## src/rpsf_pkg.sv

```systemverilog
// Package for the receive-port status flag block: offsets, bit positions, carriers.
package rpsf_pkg;

  // Register offsets; the second status register follows the first.
  localparam logic [7:0] RPSF_OFF_STS_ONE = 8'h4D;
  localparam logic [7:0] RPSF_OFF_STS_TWO = 8'h4E;

  // Bit positions in the first status register.
  localparam int RPSF_S1_PORT = 6;
  localparam int RPSF_S1_CRC = 5;
  localparam int RPSF_S1_LCHG = 4;
  localparam int RPSF_S1_SEQ = 3;
  localparam int RPSF_S1_PAR = 2;
  localparam int RPSF_S1_PASS = 1;
  localparam int RPSF_S1_LOCK = 0;

  // Bit positions in the second status register.
  localparam int RPSF_S2_WUNST = 7;
  localparam int RPSF_S2_WCHG = 6;
  localparam int RPSF_S2_ENC = 5;
  localparam int RPSF_S2_BUF = 4;
  localparam int RPSF_S2_CAM = 3;
  localparam int RPSF_S2_FREQ = 2;
  localparam int RPSF_S2_NOCLK = 1;
  localparam int RPSF_S2_RCHG = 0;

  // Reset values of the registers.
  localparam logic [7:0] RPSF_RST_STS = 8'h00;

  // Number of receive ports.
  localparam int RPSF_NPORTS = 2;

  // Event pulses and live levels of one receive port.
  typedef struct packed {
    logic ctrl_channel_crc_err;
    logic ctrl_channel_seq_err;
    logic row_width_unstable;
    logic row_width_change;
    logic link_encoding_err;
    logic fifo_overflow;
    logic row_count_change;
    logic receiver_locked;
    logic port_pass;
    logic camera_input_err;
    logic rate_measure_settled;
    logic link_clock_absent;
    logic parity_over_limit;
    logic parity_counter_clear;
  } rpsf_port_in_s;

  // Register read access.
  typedef struct packed {
    logic rd;
    logic [7:0] addr;
  } rpsf_rd_req_s;

endpackage

```

## src/rpsf_status_flags.sv

```systemverilog
// Receive-port status flag registers for both ports with paged readback.
`timescale 1ns/1ns

module rpsf_status_flags
  import rpsf_pkg::*;
(
  input wire logic clk,
  input wire logic arst_n,
  input wire logic read_port_sel,
  input wire rpsf_port_in_s [RPSF_NPORTS-1:0] port_in,
  input wire rpsf_rd_req_s rd_req,
  output logic [7:0] rd_data,
  output logic rd_hit
);

  // Reset release through two flip-flops.
  logic rst_meta_q;
  logic rst_n_q;
  always_ff @(posedge clk or negedge arst_n) begin
    if (!arst_n) begin
      rst_meta_q <= 1'b0;
      rst_n_q <= 1'b0;
    end else begin
      rst_meta_q <= 1'b1;
      rst_n_q <= rst_meta_q;
    end
  end

  // Set wins over clear so an event in the read cycle survives.
  function automatic logic sticky(input logic cur, input logic set, input logic clr);
    sticky = set | (cur & ~clr);
  endfunction

  // Read decode; the page select steers which port is cleared as well as read.
  wire rd_one = rd_req.rd && (rd_req.addr == RPSF_OFF_STS_ONE);
  wire rd_two = rd_req.rd && (rd_req.addr == RPSF_OFF_STS_TWO);

  logic [RPSF_NPORTS-1:0] crc_q, seq_q, lchg_q, lock_q, par_q;
  logic [RPSF_NPORTS-1:0] wunst_q, wchg_q, enc_q, buf_q, rchg_q;
  logic [7:0] sts_one [RPSF_NPORTS];
  logic [7:0] sts_two [RPSF_NPORTS];

  // Per-port page match and clear strobes, kept as nets so each bit has one driver.
  wire [RPSF_NPORTS-1:0] sel;
  wire [RPSF_NPORTS-1:0] clr_one;
  wire [RPSF_NPORTS-1:0] clr_two;
  wire [RPSF_NPORTS-1:0] lock_edge;

  for (genvar p = 0; p < RPSF_NPORTS; p++) begin : g_port
    // A read clears only the port that the page select points at.
    assign sel[p] = (read_port_sel == 1'(p));
    assign clr_one[p] = rd_one && sel[p];
    assign clr_two[p] = rd_two && sel[p];
    // Any difference between the pin and its registered copy is a lock edge.
    assign lock_edge[p] = port_in[p].receiver_locked ^ lock_q[p];

    // Register images; pass, camera, rate and clock-absent levels are read straight, lock and parity registered, bit 7 of the first reads zero.
    always_comb begin
      sts_one[p] = RPSF_RST_STS;
      sts_one[p][RPSF_S1_PORT] = read_port_sel;
      sts_one[p][RPSF_S1_CRC] = crc_q[p];
      sts_one[p][RPSF_S1_LCHG] = lchg_q[p];
      sts_one[p][RPSF_S1_SEQ] = seq_q[p];
      sts_one[p][RPSF_S1_PAR] = par_q[p];
      sts_one[p][RPSF_S1_PASS] = port_in[p].port_pass;
      sts_one[p][RPSF_S1_LOCK] = lock_q[p];
      sts_two[p] = RPSF_RST_STS;
      sts_two[p][RPSF_S2_WUNST] = wunst_q[p];
      sts_two[p][RPSF_S2_WCHG] = wchg_q[p];
      sts_two[p][RPSF_S2_ENC] = enc_q[p];
      sts_two[p][RPSF_S2_BUF] = buf_q[p];
      sts_two[p][RPSF_S2_CAM] = port_in[p].camera_input_err;
      sts_two[p][RPSF_S2_FREQ] = port_in[p].rate_measure_settled;
      sts_two[p][RPSF_S2_NOCLK] = port_in[p].link_clock_absent;
      sts_two[p][RPSF_S2_RCHG] = rchg_q[p];
    end
  end

  // Status-one event flags; set wins over the read clear so no event is lost.
  always_ff @(posedge clk or negedge rst_n_q) begin
    if (!rst_n_q) begin
      crc_q <= '0;
      seq_q <= '0;
      lchg_q <= '0;
    end else begin
      for (int i = 0; i < RPSF_NPORTS; i++) begin
        crc_q[i] <= sticky(crc_q[i], port_in[i].ctrl_channel_crc_err, clr_one[i]);
        seq_q[i] <= sticky(seq_q[i], port_in[i].ctrl_channel_seq_err, clr_one[i]);
        lchg_q[i] <= sticky(lchg_q[i], lock_edge[i], clr_one[i]);
      end
    end
  end

  // Registered levels; reads never touch them.
  always_ff @(posedge clk or negedge rst_n_q) begin
    if (!rst_n_q) begin
      lock_q <= '0;
      par_q <= '0;
    end else begin
      for (int i = 0; i < RPSF_NPORTS; i++) begin
        lock_q[i] <= port_in[i].receiver_locked;
        // The counter clear forces the level low for one cycle, the comparator decides after that.
        par_q[i] <= port_in[i].parity_over_limit & ~port_in[i].parity_counter_clear;
      end
    end
  end

  // Status-two event flags, cleared by a read of their own register.
  always_ff @(posedge clk or negedge rst_n_q) begin
    if (!rst_n_q) begin
      wunst_q <= '0;
      wchg_q <= '0;
      enc_q <= '0;
      buf_q <= '0;
      rchg_q <= '0;
    end else begin
      for (int i = 0; i < RPSF_NPORTS; i++) begin
        wunst_q[i] <= sticky(wunst_q[i], port_in[i].row_width_unstable, clr_two[i]);
        wchg_q[i] <= sticky(wchg_q[i], port_in[i].row_width_change, clr_two[i]);
        enc_q[i] <= sticky(enc_q[i], port_in[i].link_encoding_err, clr_two[i]);
        buf_q[i] <= sticky(buf_q[i], port_in[i].fifo_overflow, clr_two[i]);
        rchg_q[i] <= sticky(rchg_q[i], port_in[i].row_count_change, clr_two[i]);
      end
    end
  end

  // Readback mux by page select; data registered, pre-clear value returned.
  wire [7:0] rd_mux = rd_one ? sts_one[read_port_sel] : (rd_two ? sts_two[read_port_sel] : 8'h00);
  always_ff @(posedge clk or negedge rst_n_q) begin
    if (!rst_n_q) begin
      rd_data <= RPSF_RST_STS;
      rd_hit <= 1'b0;
    end else begin
      rd_data <= rd_mux;
      rd_hit <= rd_one | rd_two;
    end
  end

  // Checks next to the flag logic.
  chk_crc_read_clear: assert property (@(posedge clk) disable iff (!rst_n_q)
    (rd_one && read_port_sel == 1'b0 && !port_in[0].ctrl_channel_crc_err) |=> !crc_q[0])
    else $error("CRC flag survived a read.");
  chk_crc_set_wins: assert property (@(posedge clk) disable iff (!rst_n_q)
    port_in[0].ctrl_channel_crc_err |=> crc_q[0])
    else $error("CRC event lost.");
  chk_lock_change_flag: assert property (@(posedge clk) disable iff (!rst_n_q)
    (port_in[1].receiver_locked != $past(port_in[1].receiver_locked)) |=> lchg_q[1])
    else $error("Lock change not flagged.");
  chk_seq_hold: assert property (@(posedge clk) disable iff (!rst_n_q)
    (seq_q[0] && !(rd_one && !read_port_sel)) |=> seq_q[0])
    else $error("Sequence flag dropped without read.");
  chk_parity_clear: assert property (@(posedge clk) disable iff (!rst_n_q)
    port_in[0].parity_counter_clear |=> !par_q[0])
    else $error("Parity flag not cleared with counters.");
  chk_parity_level: assert property (@(posedge clk) disable iff (!rst_n_q)
    (port_in[1].parity_over_limit && !port_in[1].parity_counter_clear) |=> par_q[1])
    else $error("Parity flag missing.");
  chk_port_number: assert property (@(posedge clk) disable iff (!rst_n_q)
    rd_one |=> rd_hit && rd_data[RPSF_S1_PORT] == $past(read_port_sel))
    else $error("Port number wrong.");
  chk_encode_hold: assert property (@(posedge clk) disable iff (!rst_n_q)
    (port_in[1].link_encoding_err ##1 !rd_two [*2]) |-> enc_q[1])
    else $error("Encoding flag lost.");
  chk_noclk_read: assert property (@(posedge clk) disable iff (!rst_n_q)
    (rd_two && read_port_sel && port_in[1].link_clock_absent) |=> rd_data[RPSF_S2_NOCLK])
    else $error("Clock absent not shown.");
  chk_row_count: assert property (@(posedge clk) disable iff (!rst_n_q)
    (rd_two && !read_port_sel && !port_in[0].row_count_change) |=> !rchg_q[0])
    else $error("Row count flag survived a read.");

  // The page bit reads back as the select that was in force at the read.
  chk_port_bit_one: assert property (@(posedge clk) disable iff (!rst_n_q)
    (rd_one && read_port_sel) |=> rd_data[RPSF_S1_PORT])
    else $error("Port bit low for port one.");
  chk_port_bit_zero: assert property (@(posedge clk) disable iff (!rst_n_q)
    (rd_one && !read_port_sel) |=> !rd_data[RPSF_S1_PORT])
    else $error("Port bit high for port zero.");
  // The unused top bit of the first register always reads zero.
  chk_spare_bit: assert property (@(posedge clk) disable iff (!rst_n_q)
    rd_one |=> !rd_data[7])
    else $error("Spare bit not zero.");
  // Port one CRC flag clears on its own read and holds otherwise.
  chk_crc_port_one: assert property (@(posedge clk) disable iff (!rst_n_q)
    (rd_one && read_port_sel && !port_in[1].ctrl_channel_crc_err) |=> !crc_q[1])
    else $error("Port one CRC flag survived a read.");
  chk_crc_hold: assert property (@(posedge clk) disable iff (!rst_n_q)
    (crc_q[1] && !clr_one[1]) |=> crc_q[1])
    else $error("CRC flag dropped without read.");
  // A read of the other page must leave this port's flags alone.
  chk_clear_other_port: assert property (@(posedge clk) disable iff (!rst_n_q)
    (crc_q[1] && rd_one && !read_port_sel) |=> crc_q[1])
    else $error("Read cleared the wrong port.");
  // Lock change flag sets from the edge and clears on read.
  chk_lock_change_zero: assert property (@(posedge clk) disable iff (!rst_n_q)
    (port_in[0].receiver_locked != lock_q[0]) |=> lchg_q[0])
    else $error("Port zero lock change not flagged.");
  chk_lock_change_clear: assert property (@(posedge clk) disable iff (!rst_n_q)
    (clr_one[0] && !lock_edge[0]) |=> !lchg_q[0])
    else $error("Lock change flag survived a read.");
  // Sequence flag clears on read and keeps an event that meets the read.
  chk_seq_read_clear: assert property (@(posedge clk) disable iff (!rst_n_q)
    (rd_one && read_port_sel && !port_in[1].ctrl_channel_seq_err) |=> !seq_q[1])
    else $error("Sequence flag survived a read.");
  chk_seq_set_wins: assert property (@(posedge clk) disable iff (!rst_n_q)
    port_in[1].ctrl_channel_seq_err |=> seq_q[1])
    else $error("Sequence event lost.");
  // Parity flag follows the comparator and ignores reads.
  chk_parity_low: assert property (@(posedge clk) disable iff (!rst_n_q)
    !port_in[0].parity_over_limit |=> !par_q[0])
    else $error("Parity flag high below threshold.");
  chk_parity_read_kept: assert property (@(posedge clk) disable iff (!rst_n_q)
    (clr_one[0] && port_in[0].parity_over_limit && !port_in[0].parity_counter_clear) |=> par_q[0])
    else $error("Parity flag cleared by a read.");
  chk_parity_clear_one: assert property (@(posedge clk) disable iff (!rst_n_q)
    port_in[1].parity_counter_clear |=> !par_q[1])
    else $error("Port one parity flag not cleared with counters.");
  // Pass state is live on both pages.
  chk_pass_live_zero: assert property (@(posedge clk) disable iff (!rst_n_q)
    (rd_one && !read_port_sel) |=> rd_data[RPSF_S1_PASS] == $past(port_in[0].port_pass))
    else $error("Pass bit wrong on port zero.");
  chk_pass_live_one: assert property (@(posedge clk) disable iff (!rst_n_q)
    (rd_one && read_port_sel) |=> rd_data[RPSF_S1_PASS] == $past(port_in[1].port_pass))
    else $error("Pass bit wrong on port one.");
  // Lock bit is the pin registered once.
  chk_lock_bit: assert property (@(posedge clk) disable iff (!rst_n_q)
    port_in[0].receiver_locked |=> lock_q[0])
    else $error("Lock bit missing.");
  // Row width unstable flag sets and stays until its read.
  chk_unstable_set: assert property (@(posedge clk) disable iff (!rst_n_q)
    port_in[1].row_width_unstable |=> wunst_q[1])
    else $error("Row width unstable not flagged.");
  chk_unstable_sticky: assert property (@(posedge clk) disable iff (!rst_n_q)
    (wunst_q[0] && !clr_two[0]) |=> wunst_q[0])
    else $error("Row width unstable dropped without read.");
  // Row width change flag sets, keeps a colliding event and clears on read.
  chk_width_change_set: assert property (@(posedge clk) disable iff (!rst_n_q)
    port_in[0].row_width_change |=> wchg_q[0])
    else $error("Row width change lost.");
  chk_width_change_clear: assert property (@(posedge clk) disable iff (!rst_n_q)
    (clr_two[1] && !port_in[1].row_width_change) |=> !wchg_q[1])
    else $error("Row width change survived a read.");
  // Encoding error flag sets and clears on read.
  chk_encode_set: assert property (@(posedge clk) disable iff (!rst_n_q)
    port_in[0].link_encoding_err |=> enc_q[0])
    else $error("Encoding error not flagged.");
  chk_encode_clear: assert property (@(posedge clk) disable iff (!rst_n_q)
    (clr_two[0] && !port_in[0].link_encoding_err) |=> !enc_q[0])
    else $error("Encoding flag survived a read.");
  // Buffer overflow flag sets and clears on read.
  chk_overflow_set: assert property (@(posedge clk) disable iff (!rst_n_q)
    port_in[1].fifo_overflow |=> buf_q[1])
    else $error("Overflow not flagged.");
  chk_overflow_clear: assert property (@(posedge clk) disable iff (!rst_n_q)
    (clr_two[1] && !port_in[1].fifo_overflow) |=> !buf_q[1])
    else $error("Overflow flag survived a read.");
  // Live levels of the second register.
  chk_camera_live: assert property (@(posedge clk) disable iff (!rst_n_q)
    (rd_two && !read_port_sel) |=> rd_data[RPSF_S2_CAM] == $past(port_in[0].camera_input_err))
    else $error("Camera error bit wrong.");
  chk_settled_live: assert property (@(posedge clk) disable iff (!rst_n_q)
    (rd_two && read_port_sel) |=> rd_data[RPSF_S2_FREQ] == $past(port_in[1].rate_measure_settled))
    else $error("Rate settled bit wrong.");
  chk_clock_absent_zero: assert property (@(posedge clk) disable iff (!rst_n_q)
    (rd_two && !read_port_sel) |=> rd_data[RPSF_S2_NOCLK] == $past(port_in[0].link_clock_absent))
    else $error("Clock absent bit wrong on port zero.");
  // Row count flag sets and holds until its read.
  chk_row_count_set: assert property (@(posedge clk) disable iff (!rst_n_q)
    port_in[1].row_count_change |=> rchg_q[1])
    else $error("Row count change not flagged.");
  chk_row_count_hold: assert property (@(posedge clk) disable iff (!rst_n_q)
    (rchg_q[1] && !clr_two[1]) |=> rchg_q[1])
    else $error("Row count flag dropped without read.");
  // Other addresses are refused and the hit lasts one cycle.
  chk_read_refused: assert property (@(posedge clk) disable iff (!rst_n_q)
    (rd_req.rd && !rd_one && !rd_two) |=> !rd_hit && rd_data == 8'h00)
    else $error("Read of a foreign address answered.");
  chk_hit_one_cycle: assert property (@(posedge clk) disable iff (!rst_n_q)
    !(rd_one || rd_two) |=> !rd_hit)
    else $error("Hit without a read.");

  cov_lock_change_read: cover property (@(posedge clk) disable iff (!rst_n_q) lchg_q[0] ##1 rd_one);
  cov_port_one_read: cover property (@(posedge clk) disable iff (!rst_n_q) rd_two && read_port_sel && buf_q[1]);
  cov_set_during_clear: cover property (@(posedge clk) disable iff (!rst_n_q)
    rd_one && !read_port_sel && port_in[0].ctrl_channel_crc_err);
  cov_parity_clear: cover property (@(posedge clk) disable iff (!rst_n_q)
    port_in[0].parity_counter_clear && port_in[0].parity_over_limit);

endmodule // rpsf_status_flags

```

## config.mk

```make
export PLATFORM = sky130hd
export DESIGN_NAME = rpsf_status_flags
export DESIGN_NICKNAME = d
export VERILOG_FILES = /design/src/rpsf_pkg.sv /design/src/rpsf_status_flags.sv
export SDC_FILE = /design/constraint.sdc
export NUM_CORES = 1
export LEC_CHECK = 0
export BUFFER_PORTS_ARGS = -buffer_cell sky130_fd_sc_hd__buf_2
export CORE_MARGIN = 4
export CORE_UTILIZATION = 52
export DETAILED_ROUTE_END_ITERATION = 8
export GPL_TIMING_DRIVEN = 0
export PLACE_DENSITY = 0.85
export SLEW_MARGIN = 20
export SYNTH_ARGS = -nofsm -noshare
export SYNTH_HDL_FRONTEND = slang
export SYNTH_SLANG_ARGS = --single-unit
```

## constraint.sdc

```tcl
create_clock -name clk -period 2 [get_ports clk]
set_clock_uncertainty 0.2 [all_clocks]
set_input_delay 0.3 -clock clk [delete_from_list [all_inputs] [get_ports clk]]
set_output_delay 0.3 -clock clk [all_outputs]
set_load 0.05 [all_outputs]
```

# After elaboration in Yosys (flattened, before gate mapping)

Cells that the tools add are included.

Order comparisons: 1
Eq/ne operators: 2
Multiplexer cells: 8
Bitwise logic cells: 45
Reduce and logical (&&, ||, !) cells: 6

Operator list:

| cell                 | number |
|---|---|
| $mux W8              | 7 |
| $and A1 B1 Y1        | 18 |
| $or A1 B1 Y1         | 17 |
| $eq A8 B7 Y1 const B | 2 |
| $not A1 Y1           | 7 |
| $logic_and A1 B1 Y1  | 6 |
| $mux W6              | 1 |
| $ge A2 B2 Y1 const B | 1 |
| $not A1 Y2           | 1 |
| $xor A1 B1 Y1        | 2 |

Register bits: 31
Output and inout bits: 9
Word-level logic and storage cells: 76

# Longest topological paths before layout

Gate-level depths: netlist of run 1.

Depth after elaboration: 6
Mapped depth: 5
Mapped depth without buffers: 3

# Worst setup path after synthesis of run 1

Ideal clock, no wire load.

Path kind: input port to flip-flop
Start: input read_port_sel
End: register rd_data[6]
Library setup time: 0.121 ns
Arrival time: 1.022 ns
Data required time: 1.679 ns
Setup slack: 0.657 ns
Stages on the path: 5
Cells stage by stage: buf_6 > buf_6 > mux2_4 > a22oi_2 > nor2_1

Cells in the longest elaborated chain, start to end: 6
Elaborated cells on any way between the ends: 8

Ends and longest elaborated chain:

| item                                       | RTL line                 | text |
|---|---|---|
| start: declaration                         | rpsf_status_flags.sv:9   | `input wire logic read_port_sel,` |
| $not A1 Y2 (not written as such)           | rpsf_status_flags.sv:128 | `wire [7:0] rd_mux = rd_one ? sts_one[read_port_sel] : (rd_two ? sts_two[read_port_sel] : 8'h00);` |
| $mux W8 (not written as such) (3 in a row) | rpsf_status_flags.sv:128 |  |
| $mux W8                                    | rpsf_status_flags.sv:128 |  |
| $mux W8 (*)                                | rpsf_status_flags.sv:128 |  |
| via rd_mux[6]                              | rpsf_status_flags.sv:128 |  |
| end signal: assignment                     | rpsf_status_flags.sv:134 | `rd_data <= rd_mux;` |
| end: declaration                           | rpsf_status_flags.sv:12  | `output logic [7:0] rd_data,` |

Mark *: on every way through the listed nets, which the timed path passes. The rest lies on a longest branch. The select of a mux whose other input is x is not followed.

# Worst setup path after layout of run 1

Start: input port_in[0] in the netlist's numbering
End: register par_q[0]

Cells in the longest elaborated chain, start to end: 2

Ends and longest elaborated chain:

| item                           | RTL line                 | text |
|---|---|---|
| start: declaration             | rpsf_status_flags.sv:10  | `input wire rpsf_port_in_s [RPSF_NPORTS-1:0] port_in,` |
| $not A1 Y1                     | rpsf_status_flags.sv:103 | `par_q[i] <= port_in[i].parity_over_limit & ~port_in[i].parity_counter_clear;` |
| $and A1 B1 Y1                  | rpsf_status_flags.sv:103 |  |
| end signal: indexed assignment | rpsf_status_flags.sv:103 |  |
| end: declaration               | rpsf_status_flags.sv:38  | `logic [RPSF_NPORTS-1:0] crc_q, seq_q, lchg_q, lock_q, par_q;` |

Every way passes these cells.

==> summary.md, run 1 <==
| Metric | Value |
|---|---|
| Endpoints failing setup | 0 |
| Worst Setup SP | port_in[0] |
| RSZ-0062 raised after global routing | no |
| Worst slew margin | 0.590 |
| Crit. End Element | register |
| Wire per inst | 14.6 µm |
| GRT Total Usage | 0.190 |
| Vias in the first global route | 1069 |
| I/O Buffers | 47 |
| Die Y | 59.4 µm |
| Layout cell share with drive strength beyond 1 | 0.477 |
| Chip width | 59.4 µm |
| Worst path arrival time | 1.62 ns |
| VDD IR-drop max | 0.000527 V |
| Status | completed |
| Clk_lat worst skew | 0.33 ns |
| Final Non-Filler Cells | 202 |
| Initial antenna violation count | 0 |
| CTS tree | built |
| Area growth from synthesis to layout | 40.3% |
| Yosys warns | 0 |
| Drt drc | 0 |
| Via density | 5.01 |
| Post-Syn Nets | 136 |
| Worst R2R Start | lock_q[1]$_DFF_PN0_ |
| Nets | 211 |
| Fmax | 642 MHz |
| Num ports | 49 |
| Post-Syn Instances | 96 |
| Max Root-Sink Buffers | 2 |
| Type of the worst min-delay path | primary input to async pin |
| Tcrit/Tclk final | 0.778 |
| DP Cell Count | 173 |
| First-pass GRT wire length | 4730 µm |
| Seq/Total Area, Yosys | 0.566 |
| Area contributors post-synth | dfrtp_1 57%, a21o_1 8.8%, mux2_2 7.4% |
| Core Area | 2500 µm² |
| R2r setup slk | 0.76 ns |
| Final HPWL from detailed placement | 2050 µm |
| H-tree depth | 2 |
| Area leader, netlist | dfrtp_1 |
| Clk sinks | 31 |
| Cell area after layout | 1920 µm² |
| Gpl congestion | 0.705 |
| Fill count | 175 |
| Via count | 1013 |
| Post-route ant nets | 0 |
| R2r endpoint | rd_data[0]$_DFF_PN0_ |
| Commonest cells in the netlist | 31 x dfrtp_1, 16 x a21o_1, 9 x mux2_2 |
| Row cnt | 18 |
| Post-synth EDFFs | 0 |
| FF+latch count, synth | 31 |
| Post-Synth Adder-Cell Area | 0 |
| TNS Setup | 0 ns |
| Total length of routed wires | 2940 µm |
| Cts bufs inserted | 5 |
| Simple-gate area share of the yosys netlist | 0.114 |
| Main synth FF type | dfrtp_1 |
| Maximum fanout along the worst path | 1 |
| CTS root buf | clkbuf_4 |
| CP Class | primary input to register |
| Max-cap viol count | 0 |
| Cell Pwr Density | 621 nW/µm² |
| GR Overflow Total | 0 |
| Worst reg2reg path depth | 3 |
| Multiplexer share of the synthesized area | 0.125 |
| CP Launch Type | primary input |
| Starting density of the core | 0.549 |
| Ant. Diodes | 0 |
| Largest net degree at the start of global routing | 30 |
| DR pass1 iterations | 4 |
| CP required | 2.06 ns |
| Cts repair resizes | 0 |
| Endpoints failing hold | 0 |
| Die area | 3520 µm² |
| CTS clk-pin slew, worst paths | 0.09 ns |
| Synth top area share | 0.566 |
| Most frequent cell after synthesis | dfrtp_1 |
| Leak | 0.899 nW |
| Post-Syn Area | 1370 µm² |
| Tmin final | 1.56 ns |
| Fraction of registers with async set/reset | 1.00 |
| Synth Area per Inst | 14.3 µm² |
| DR iter-0 viols | 13 |
| Yosys cell types | 23 |
| Worst Tran Pin Value | 0.615 ns |
| Placed Area | 1640 µm² |
| Largest family of logic cells by synthesized area | compound AO/OA/AOI/OAI gates |
| Xor/xnor cell area share of the yosys netlist | 0.0128 |
| Compound-gate portion of the synthesized area | 0.148 |
| Fin. max-slew vios | 0 |
[flip-flops by register name, indices dropped and copies added (netlist names), 2 cells and up]
register and count:
rd_data 8, par_q 2, wchg_q 2, crc_q 2, wunst_q 2, lchg_q 2
lock_q 2, seq_q 2, enc_q 2, buf_q 2, rchg_q 2
[how the worst max path moves through the flow]
| stage | cells after the start | slack (ns) | to |
|---|---|---|---|
| 6_report | 4 | 0.44 | par_q[0]$_DFF_PN0_ |
| 4_1_cts | 4 | 0.50 | par_q[0]$_DFF_PN0_ |
| 5_1_grt | 4 | 0.44 | par_q[0]$_DFF_PN0_ |
| 2_1_floorplan | 5 | 0.66 | rd_data[6]$_DFF_PN0_ |
| 3_5_place_dp | 4 | 0.44 | crc_q[1]$_DFF_PN0_ |
| 3_3_place_gp | 4 | 0.47 | lchg_q[0]$_DFF_PN0_ |
[cell usage in the layout (no fill, tap or decap)]
master | synthesis | layout
buf_2 | 2 | 49
dfrtp_1 | 31 | 30
dlygate4sd3_1 | 0 | 21
a21o_1 | 16 | 16
mux2_2 | 9 | 9
nor2_1 | 7 | 7
clkbuf_4 | 0 | 5
mux2_4 | 4 | 4
a22oi_2 | 4 | 4
buf_6 | 3 | 3
nor2b_1 | 3 | 3
a22oi_1 | 3 | 3
xor2_1 | 2 | 2
clkbuf_8 | 0 | 2
and4bb_4 | 1 | 1
and3b_1 | 1 | 1
nand2_2 | 1 | 1
and2b_1 | 1 | 1
nand4_1 | 1 | 1
nand4b_4 | 1 | 1
nand4_4 | 1 | 1
mux2i_1 | 1 | 1
nor3b_2 | 1 | 1
o211a_1 | 1 | 1
nand4b_1 | 1 | 1
clkbuf_1 | 0 | 1
conb_1 | 1 | 1
dfrtp_2 | 0 | 1
[worst max-delay path, cell delays in order]
cell and delay, ns:
dlygate4sd3_1 0.53, buf_2 0.12, nor2b_1 0.09, dlygate4sd3_1 0.57
[where the power goes]
group | total [mW] | switching, mW | internal (mW)
clock network | 0.411 | 0.204 | 0.207
registers | 0.646 | 0.0131 | 0.633
logic | 0.137 | 0.0496 | 0.0875
total | 1.19 | 0.267 | 0.927
[through the flow]
step	total power, mW	hold slack, ns	setup WS [ns]	util
finish	1.19	0.0665	0.443	0.770
global route	1.25	0.0560	0.442	0.770
CTS	1.20	0.00572	0.496	0.765
detailed placement	0.765	-0.113	0.439	0.658
global placement	0.760	-0.115	0.474	0.658
floorplan	0.715	-0.196	0.657	-
[layout make-up]
| cell class | instances | area [µm²] | share of cell area |
|---|---|---|---|
| buffer | 5 | 43.8 | 0.0228 |
| clock buffer | 8 | 68.8 | 0.0358 |
| multi-input combinational | 60 | 552 | 0.287 |
| sequential | 31 | 777 | 0.404 |
| tap | 30 | 37.5 | 0.0195 |
| timing repair buffer | 68 | 445 | 0.231 |
[timing repair]
item / CTS / global route
endpoints found under the hold margin: 20 / 1
hold buffers: 20 / 1
setup buffers: 0 / 0
setup endpoints to repair: 0 / 0
[cell families after synthesis]
| kind of cell | count (synthesis) |
|---|---|
| other | 1 |
| flip-flops | 31 |
| multiplexers | 14 |
| AND/OR/NAND/NOR | 19 |
| buffers and inverters | 5 |
| XOR/XNOR | 2 |
| AO/OA/AOI/OAI | 24 |
[per-layer routing]
layer / vias up / routed length, µm / global-route usage
met5: - / 0 / 0
met4: 0 / 35 / 0.0583
met3: 5 / 171 / 0.0654
met2: 28 / 1570 / 0.337
met1: 488 / 1160 / 0.211
li1: 492 / - / -
No activity file was read; power rests on OpenSTA's default activity.
==> run 2: changes to the inputs <==
CORE_UTILIZATION = 44   (was 52)
PLACE_DENSITY = 0.77   (was 0.85)
clock period = 1.4 ns   (was 2 ns; I/O delays follow)
==> run 2 against run 1 <==
Combinational power increased by 45%. Critical endpoint is now rd_data[6]. Cell count increased by 5.9%. First-iteration DRC count increased by 23%. Largest cell class unchanged. Sequential power is 43% higher. Power grew 38%. Design area up 0.65%. Setup slack lost 0.39 ns.
==> summary.md, run 2 (synthesis gave the netlist of run 1 again) <==
| Metric | Value |
|---|---|
| Fin. max-slew vios | 0 (unchanged) |
| Post-Place Setup Slack | -0.0556 ns (-0.494 ns) |
| Max-cap viol count | 0 (unchanged) |
| Tmin final | 1.35 ns |
| I/O Buffers | 47 (unchanged) |
| Tcrit/Tclk final | 0.964 |
| Maximum fanout along the worst path | 1 (unchanged) |
| Clk_lat worst skew | 0.34 ns (about the same) |
| Max Root-Sink Buffers | 2 (unchanged) |
| Final HPWL from detailed placement | 2110 µm (+2.9%) |
| VDD IR-drop max | 0.000659 V (+25%) |
| GR Overflow Total | 0 (unchanged) |
| CTS root buf | clkbuf_4 |
| CP Class | register to output port |
| Leak | 0.897 nW (-0.19%) |
| Die area | 4070 µm² (+16%) |
| Largest net degree at the start of global routing | 30 (unchanged) |
| Layout cell share with drive strength beyond 1 | 0.477 (unchanged) |
| DR pass1 iterations | 4 (unchanged) |
| Die Y | 63.8 µm (+7.5%) |
| Ant. Diodes | 0 (unchanged) |
| Hold Crit Start | port_in[4] |
| Fmax | 741 MHz |
| Final Non-Filler Cells | 214 (+5.9%) |
| DR iter-0 viols | 16 (+3) |
| First-pass GRT wire length | 5000 µm (+5.7%) |
| Starting density of the core | 0.477 (-0.0718) |
| Post-route ant nets | 0 (unchanged) |
| Chip width | 63.8 µm (+7.5%) |
| Crit-path leading delay family | flip-flops |
| Worst Setup SP | rd_data[6]$_DFF_PN0_ |
| H-tree depth | 2 (unchanged) |
| Endpoints failing setup | 0 (unchanged) |
| CTS clk-pin slew, worst paths | 0.09 ns (about the same) |
| Vias in the first global route | 1142 (+6.8%) |
| Via count | 1023 (+0.99%) |
| WP buf/inv | 1 (-2) |
| Worst Tran Pin Value | 0.611 ns (-0.00434 ns) |
| Drt drc | 0 (unchanged) |
| Status | completed |
| Row cnt | 19 (+1) |
| CTS tree | built |
| Wire per inst | 13.9 µm (-4.6%) |
| CP Launch Type | register |
| Num ports | 49 (unchanged) |
| Number of flip-flops in the largest register | 8 (unchanged) |
| Cts bufs inserted | 5 (unchanged) |
| CP peak stage delay | 0.34 ns (-0.23 ns) |
| Cell Pwr Density | 852 nW/µm² (+37%) |
| Area growth from synthesis to layout | 41.2% |
| Crit. End Element | output port |
| Via density | 4.78 (-4.7%) |
| CP required | 0.99 ns (-1.07 ns) |
| Worst R2R Start | lock_q[1]$_DFF_PN0_ |
| Most common cell after layout, fill and taps aside | buf_2 |
| Cell Chain, Critical Path | buf_2 |
| Top reg by flops | rd_data |
| Worst path arrival time | 0.94 ns (-0.68 ns) |
| Commonest cells after routing, fill and taps aside | 49 x buf_2, 30 x dfrtp_1, 22 x dlygate4sd3_1 |
| GRT Total Usage | 0.162 (-0.0277) |
| Gpl congestion | 0.729 (+3.5%) |
| Nets | 212 (+0.47%) |
| Clk sinks | 31 (unchanged) |
| RSZ-0062 raised after global routing | no |
| Type of the worst min-delay path | primary input to register |
| Total length of routed wires | 2970 µm (+1.0%) |
| Endpoints failing hold | 0 (unchanged) |
| Crit-path slowest cell | dfrtp_1 |
| Initial antenna violation count | 0 (unchanged) |
| Post-CTS Setup Bufs | 0 (unchanged) |
| Core Area | 2880 µm² (+15%) |
| Fin worst setup slack | 0.0507 ns (-0.392 ns) |
| DP Cell Count | 185 (+6.9%) |
| Worst slew margin | 0.593 (+0.00289) |
run 2: cell types whose count changed in the layout (fill, tap and decap cells not counted), sizes merged:
cell | previous run | this run
clkbuf | 8 | 6
clkinv | 0 | 1
dlygate4sd3 | 21 | 22
run 2: path summary, 6_finish.rpt:
check                                             to  slack (ns)  cells past startpoint
worst max-delay path                      rd_data[6]        0.05                      1
worst min-delay path            rd_data[3]$_DFF_PN0_        0.03                      4
worst max register to register  rd_data[0]$_DFF_PN0_        0.19                      3
worst min register to register  rd_data[2]$_DFF_PN0_        0.08                      0
max in group asynchronous          rst_n_q$_DFF_PN0_        0.36                      3
min in group asynchronous       rd_data[2]$_DFF_PN0_        0.08                      0
run 2: area by class of cell:
type                            instances  area [µm²]
Buffer                                  5        43.8
Clock buffer                            6        51.3
Clock inverter                          1        5.00
Fill cell                             235         940
Multi-Input combinational cell         60         552
Sequential cell                        31         777
Tap cell                               42        52.6
Timing Repair Buffer                   69         455
run 2: repair_timing:
| item | 4_1_cts | 5_1_grt |
|---|---|---|
| endpoints found under the hold margin | 20 | 0 |
| resized for setup | 1 | 0 |
| setup endpoints to repair | 29 | 0 |
| hold buffers | 22 | 0 |
run 2: metal layers:
metal | vias to the layer above | share of wire | track usage
li1 | 495 | - | -
met1 | 484 | 0.40 | 0.174
met2 | 34 | 0.52 | 0.283
met3 | 10 | 0.049 | 0.0438
met4 | 0 | 0.031 | 0.0970
met5 | - | 0 | 0
run 2: metrics by stage:
stage,utilization,setup TNS (ns),area [µm²],hold slack [ns],power [mW]
floorplan,-,0,1370,-0.286,1.02
global placement,0.577,-0.228,1660,-0.205,1.09
detailed placement,0.577,-1.17,1660,-0.203,1.09
CTS,0.673,0,1940,0.0185,1.66
global route,0.673,0,1940,0.0199,1.72
finish,0.673,0,1940,0.0289,1.65
run 2: report_power, final:
| group | switching (mW) | internal, mW | leakage, nW |
|---|---|---|---|
| sequential | 0.0186 | 0.905 | 0.337 |
| combinational | 0.0711 | 0.127 | 0.526 |
| clock | 0.297 | 0.232 | 0.0341 |
| total | 0.386 | 1.26 | 0.897 |
==> run 3: changes to the inputs <==
CORE_UTILIZATION = 48   (was 44)
PLACE_DENSITY = 0.8   (was 0.77)
clock period = 1.3 ns   (was 1.4 ns; I/O delays follow)
==> run 3 against run 2 <==
Via count rose by 0.39%. Critical endpoint is now rd_data[4]. Sequential power rose by 7.7%. Highest routed layer unchanged. Sequential share of layout area fell by 0.56 points. Design area rose by 1.4%.
==> summary.md, run 3 (synthesis gave the netlist of run 1 again) <==
| Metric | Value |
|---|---|
| Clk_lat worst skew | 0.32 ns (-0.02 ns) |
| H-tree depth | 2 (unchanged) |
| Hold Crit Start | port_in[3] |
| Clk pwr share | 0.282 (-0.038) |
| Core Area | 2730 µm² (-5.0%) |
| Via count | 1027 (+0.39%) |
| Num ports | 49 (unchanged) |
| Gpl congestion | 0.734 (+0.73%) |
| Max Root-Sink Buffers | 2 (unchanged) |
| Worst R2R Start | lock_q[1]$_DFF_PN0_ |
| Post-CTS Setup Bufs | 0 (unchanged) |
| Tmin final | 1.27 ns |
| Total length of routed wires | 2860 µm (-3.7%) |
| Endpoints failing hold | 0 (unchanged) |
| Wire per inst | 14.2 µm (+2.0%) |
| GR Overflow Total | 0 (unchanged) |
| Initial antenna violation count | 0 (unchanged) |
| CP Class | register to output port |
| Crit-path slowest cell | dfrtp_1 |
| Endpoints failing setup | 0 (unchanged) |
| Cts bufs inserted | 5 (unchanged) |
| VDD IR-drop max | 0.00102 V (+54%) |
| DP Cell Count | 174 (-5.9%) |
| Tcrit/Tclk final | 0.976 |
| Hold Crit Depth | 4 (unchanged) |
| Fin. max-slew vios | 0 (unchanged) |
| CTS root buf | clkbuf_4 |
| First-pass GRT wire length | 4660 µm (-6.9%) |
| Net switching power | 0.379 mW (-2.0%) |
| R2r endpoint | rd_data[0]$_DFF_PN0_ |
| Final Non-Filler Cells | 202 (-5.6%) |
| Via density | 5.08 (+6.4%) |
| DR pass1 iterations | 4 (unchanged) |
| Maximum fanout along the worst path | 1 (unchanged) |
| Fill count | 200 (-15%) |
| Area growth from synthesis to layout | 43.2% |
| R2r setup slk | 0.08 ns (-0.11 ns) |
| Type of the worst min-delay path | primary input to register |
| Worst slew margin | 0.601 (+0.00852) |
| DR iter-0 viols | 23 (+7) |
| Hold path endpoint | rd_data[2]$_DFF_PN0_ |
| Total power draw | 1.68 mW (+1.9%) |
| Fmax | 788 MHz |
| Nets | 212 (unchanged) |
| Drt drc | 0 (unchanged) |
| Cell Chain, Critical Path | buf_6 |
| Row cnt | 19 (unchanged) |
| Crit-path leading delay family | flip-flops |
| I/O Buffers | 47 (unchanged) |
| Layout cell share with drive strength beyond 1 | 0.468 (-0.00891) |
| Max-cap viol count | 0 (unchanged) |
| Die area | 3780 µm² (-7.3%) |
| Worst reg2reg path depth | 3 (unchanged) |
| Chip width | 61.5 µm (-3.7%) |
| Comb power frac | 0.127 (+0.007) |
| CTS clk-pin slew, worst paths | 0.08 ns (about the same) |
| Clk sinks | 31 (unchanged) |
| CP peak stage delay | 0.39 ns (+0.05 ns) |
| GRT Total Usage | 0.174 (+0.0118) |
| CTS tree | built |
| Starting density of the core | 0.502 (+0.0249) |
| Crit. End Element | output port |
| Leak | 0.893 nW (-0.54%) |
| CP Launch Type | register |
| Net Sw Frac | 0.225 (-0.00896) |
| Worst Tran Pin Value | 0.598 ns (-0.0128 ns) |
| CP required | 0.90 ns (-0.09 ns) |
| Cell Pwr Density | 856 nW/µm² (+0.50%) |
| Post-route ant nets | 0 (unchanged) |
| Most common cell after layout, fill and taps aside | buf_2 |
| Status | completed |
| Vias in the first global route | 1093 (-4.3%) |
| Number of flip-flops in the largest register | 8 (unchanged) |
| Pint | 1.30 mW (+3.1%) |
| RSZ-0062 raised after global routing | yes |
| Worst path arrival time | 0.87 ns (-0.07 ns) |
| Commonest cells after routing, fill and taps aside | 40 x buf_2, 30 x dfrtp_1, 22 x dlygate4sd3_1 |
| Sequential Power Share | 0.591 (+0.031) |
| Top reg by flops | rd_data |
| Ant. Diodes | 0 (unchanged) |
| Largest net degree at the start of global routing | 30 (unchanged) |
| Die Y | 61.5 µm (-3.7%) |
| Final HPWL from detailed placement | 2130 µm (+0.71%) |
| WP buf/inv | 1 (unchanged) |
## run 3: changes by cell type in the layout (fill, tap and decap cells not counted)
cell and change:
buf_6 +9, clkbuf_8 -1, buf_2 -9, clkbuf_1 +1
clkinv_2 -1
## run 3: area by class of cell
class	instances	area [µm²]	area share
Buffer	5	43.8	0.0223
Clock buffer	6	41.3	0.0210
Multi-Input combinational cell	60	552	0.281
Sequential cell	31	777	0.396
Tap cell	31	38.8	0.0197
Timing Repair Buffer	69	512	0.261
## run 3: per-layer routing
metal / routed length, µm / share of wire / vias to the layer above / global-route usage
met1: 1160 / 0.40 / 489 / 0.178
li1: - / - / 496 / -
met5: 0 / 0 / - / 0
met3: 210 / 0.073 / 5 / 0.0818
met4: 43 / 0.015 / 0 / 0.0636
met2: 1450 / 0.51 / 37 / 0.308
## run 3: power groups by stage
| stage | logic [mW] | clock network [mW] | registers (mW) |
|---|---|---|---|
| final | 0.213 | 0.475 | 0.994 |
| after global routing | 0.233 | 0.533 | 1.00 |
| after CTS | 0.213 | 0.494 | 0.996 |
| after detailed placement | 0.162 | 0 | 1.01 |
| after global placement | 0.157 | 0 | 1.01 |
| after floorplan | 0.0887 | 0 | 1.01 |
## run 3: worst max path at each step
stage / slack [ns] / cells past startpoint / end / start
after global routing: -0.004 / 1 / rd_data[4] / rd_data[4]$_DFF_PN0_
final: 0.03 / 1 / rd_data[4] / rd_data[4]$_DFF_PN0_
after detailed placement: -0.14 / 5 / crc_q[1]$_DFF_PN0_ / rd_req[5]
after floorplan: 0.06 / 5 / rd_data[6]$_DFF_PN0_ / read_port_sel
after global placement: -0.12 / 5 / seq_q[0]$_DFF_PN0_ / rd_req[5]
after CTS: 0.006 / 1 / rd_hit / rd_hit$_DFF_PN0_
## run 3: metrics by stage
step | area, µm² | setup TNS (ns) | hold slack [ns] | util | worst slack [ns]
finish | 1960 | 0 | 0.0471 | 0.719 | 0.0309
global route | 1960 | -0.00702 | 0.0274 | 0.719 | -0.00396
CTS | 1930 | 0 | 0.0461 | 0.706 | 0.00645
detailed placement | 1650 | -4.88 | -0.218 | 0.602 | -0.137
global placement | 1650 | -3.65 | -0.220 | 0.602 | -0.119
floorplan | 1370 | 0 | -0.301 | - | 0.0621
## run 3: repair_timing
item                                    4_1_cts  5_1_grt
hold buffers                                 22        0
endpoints found under the hold margin        20        0
resized for setup                            10        9
endpoints found under the setup margin       38        9
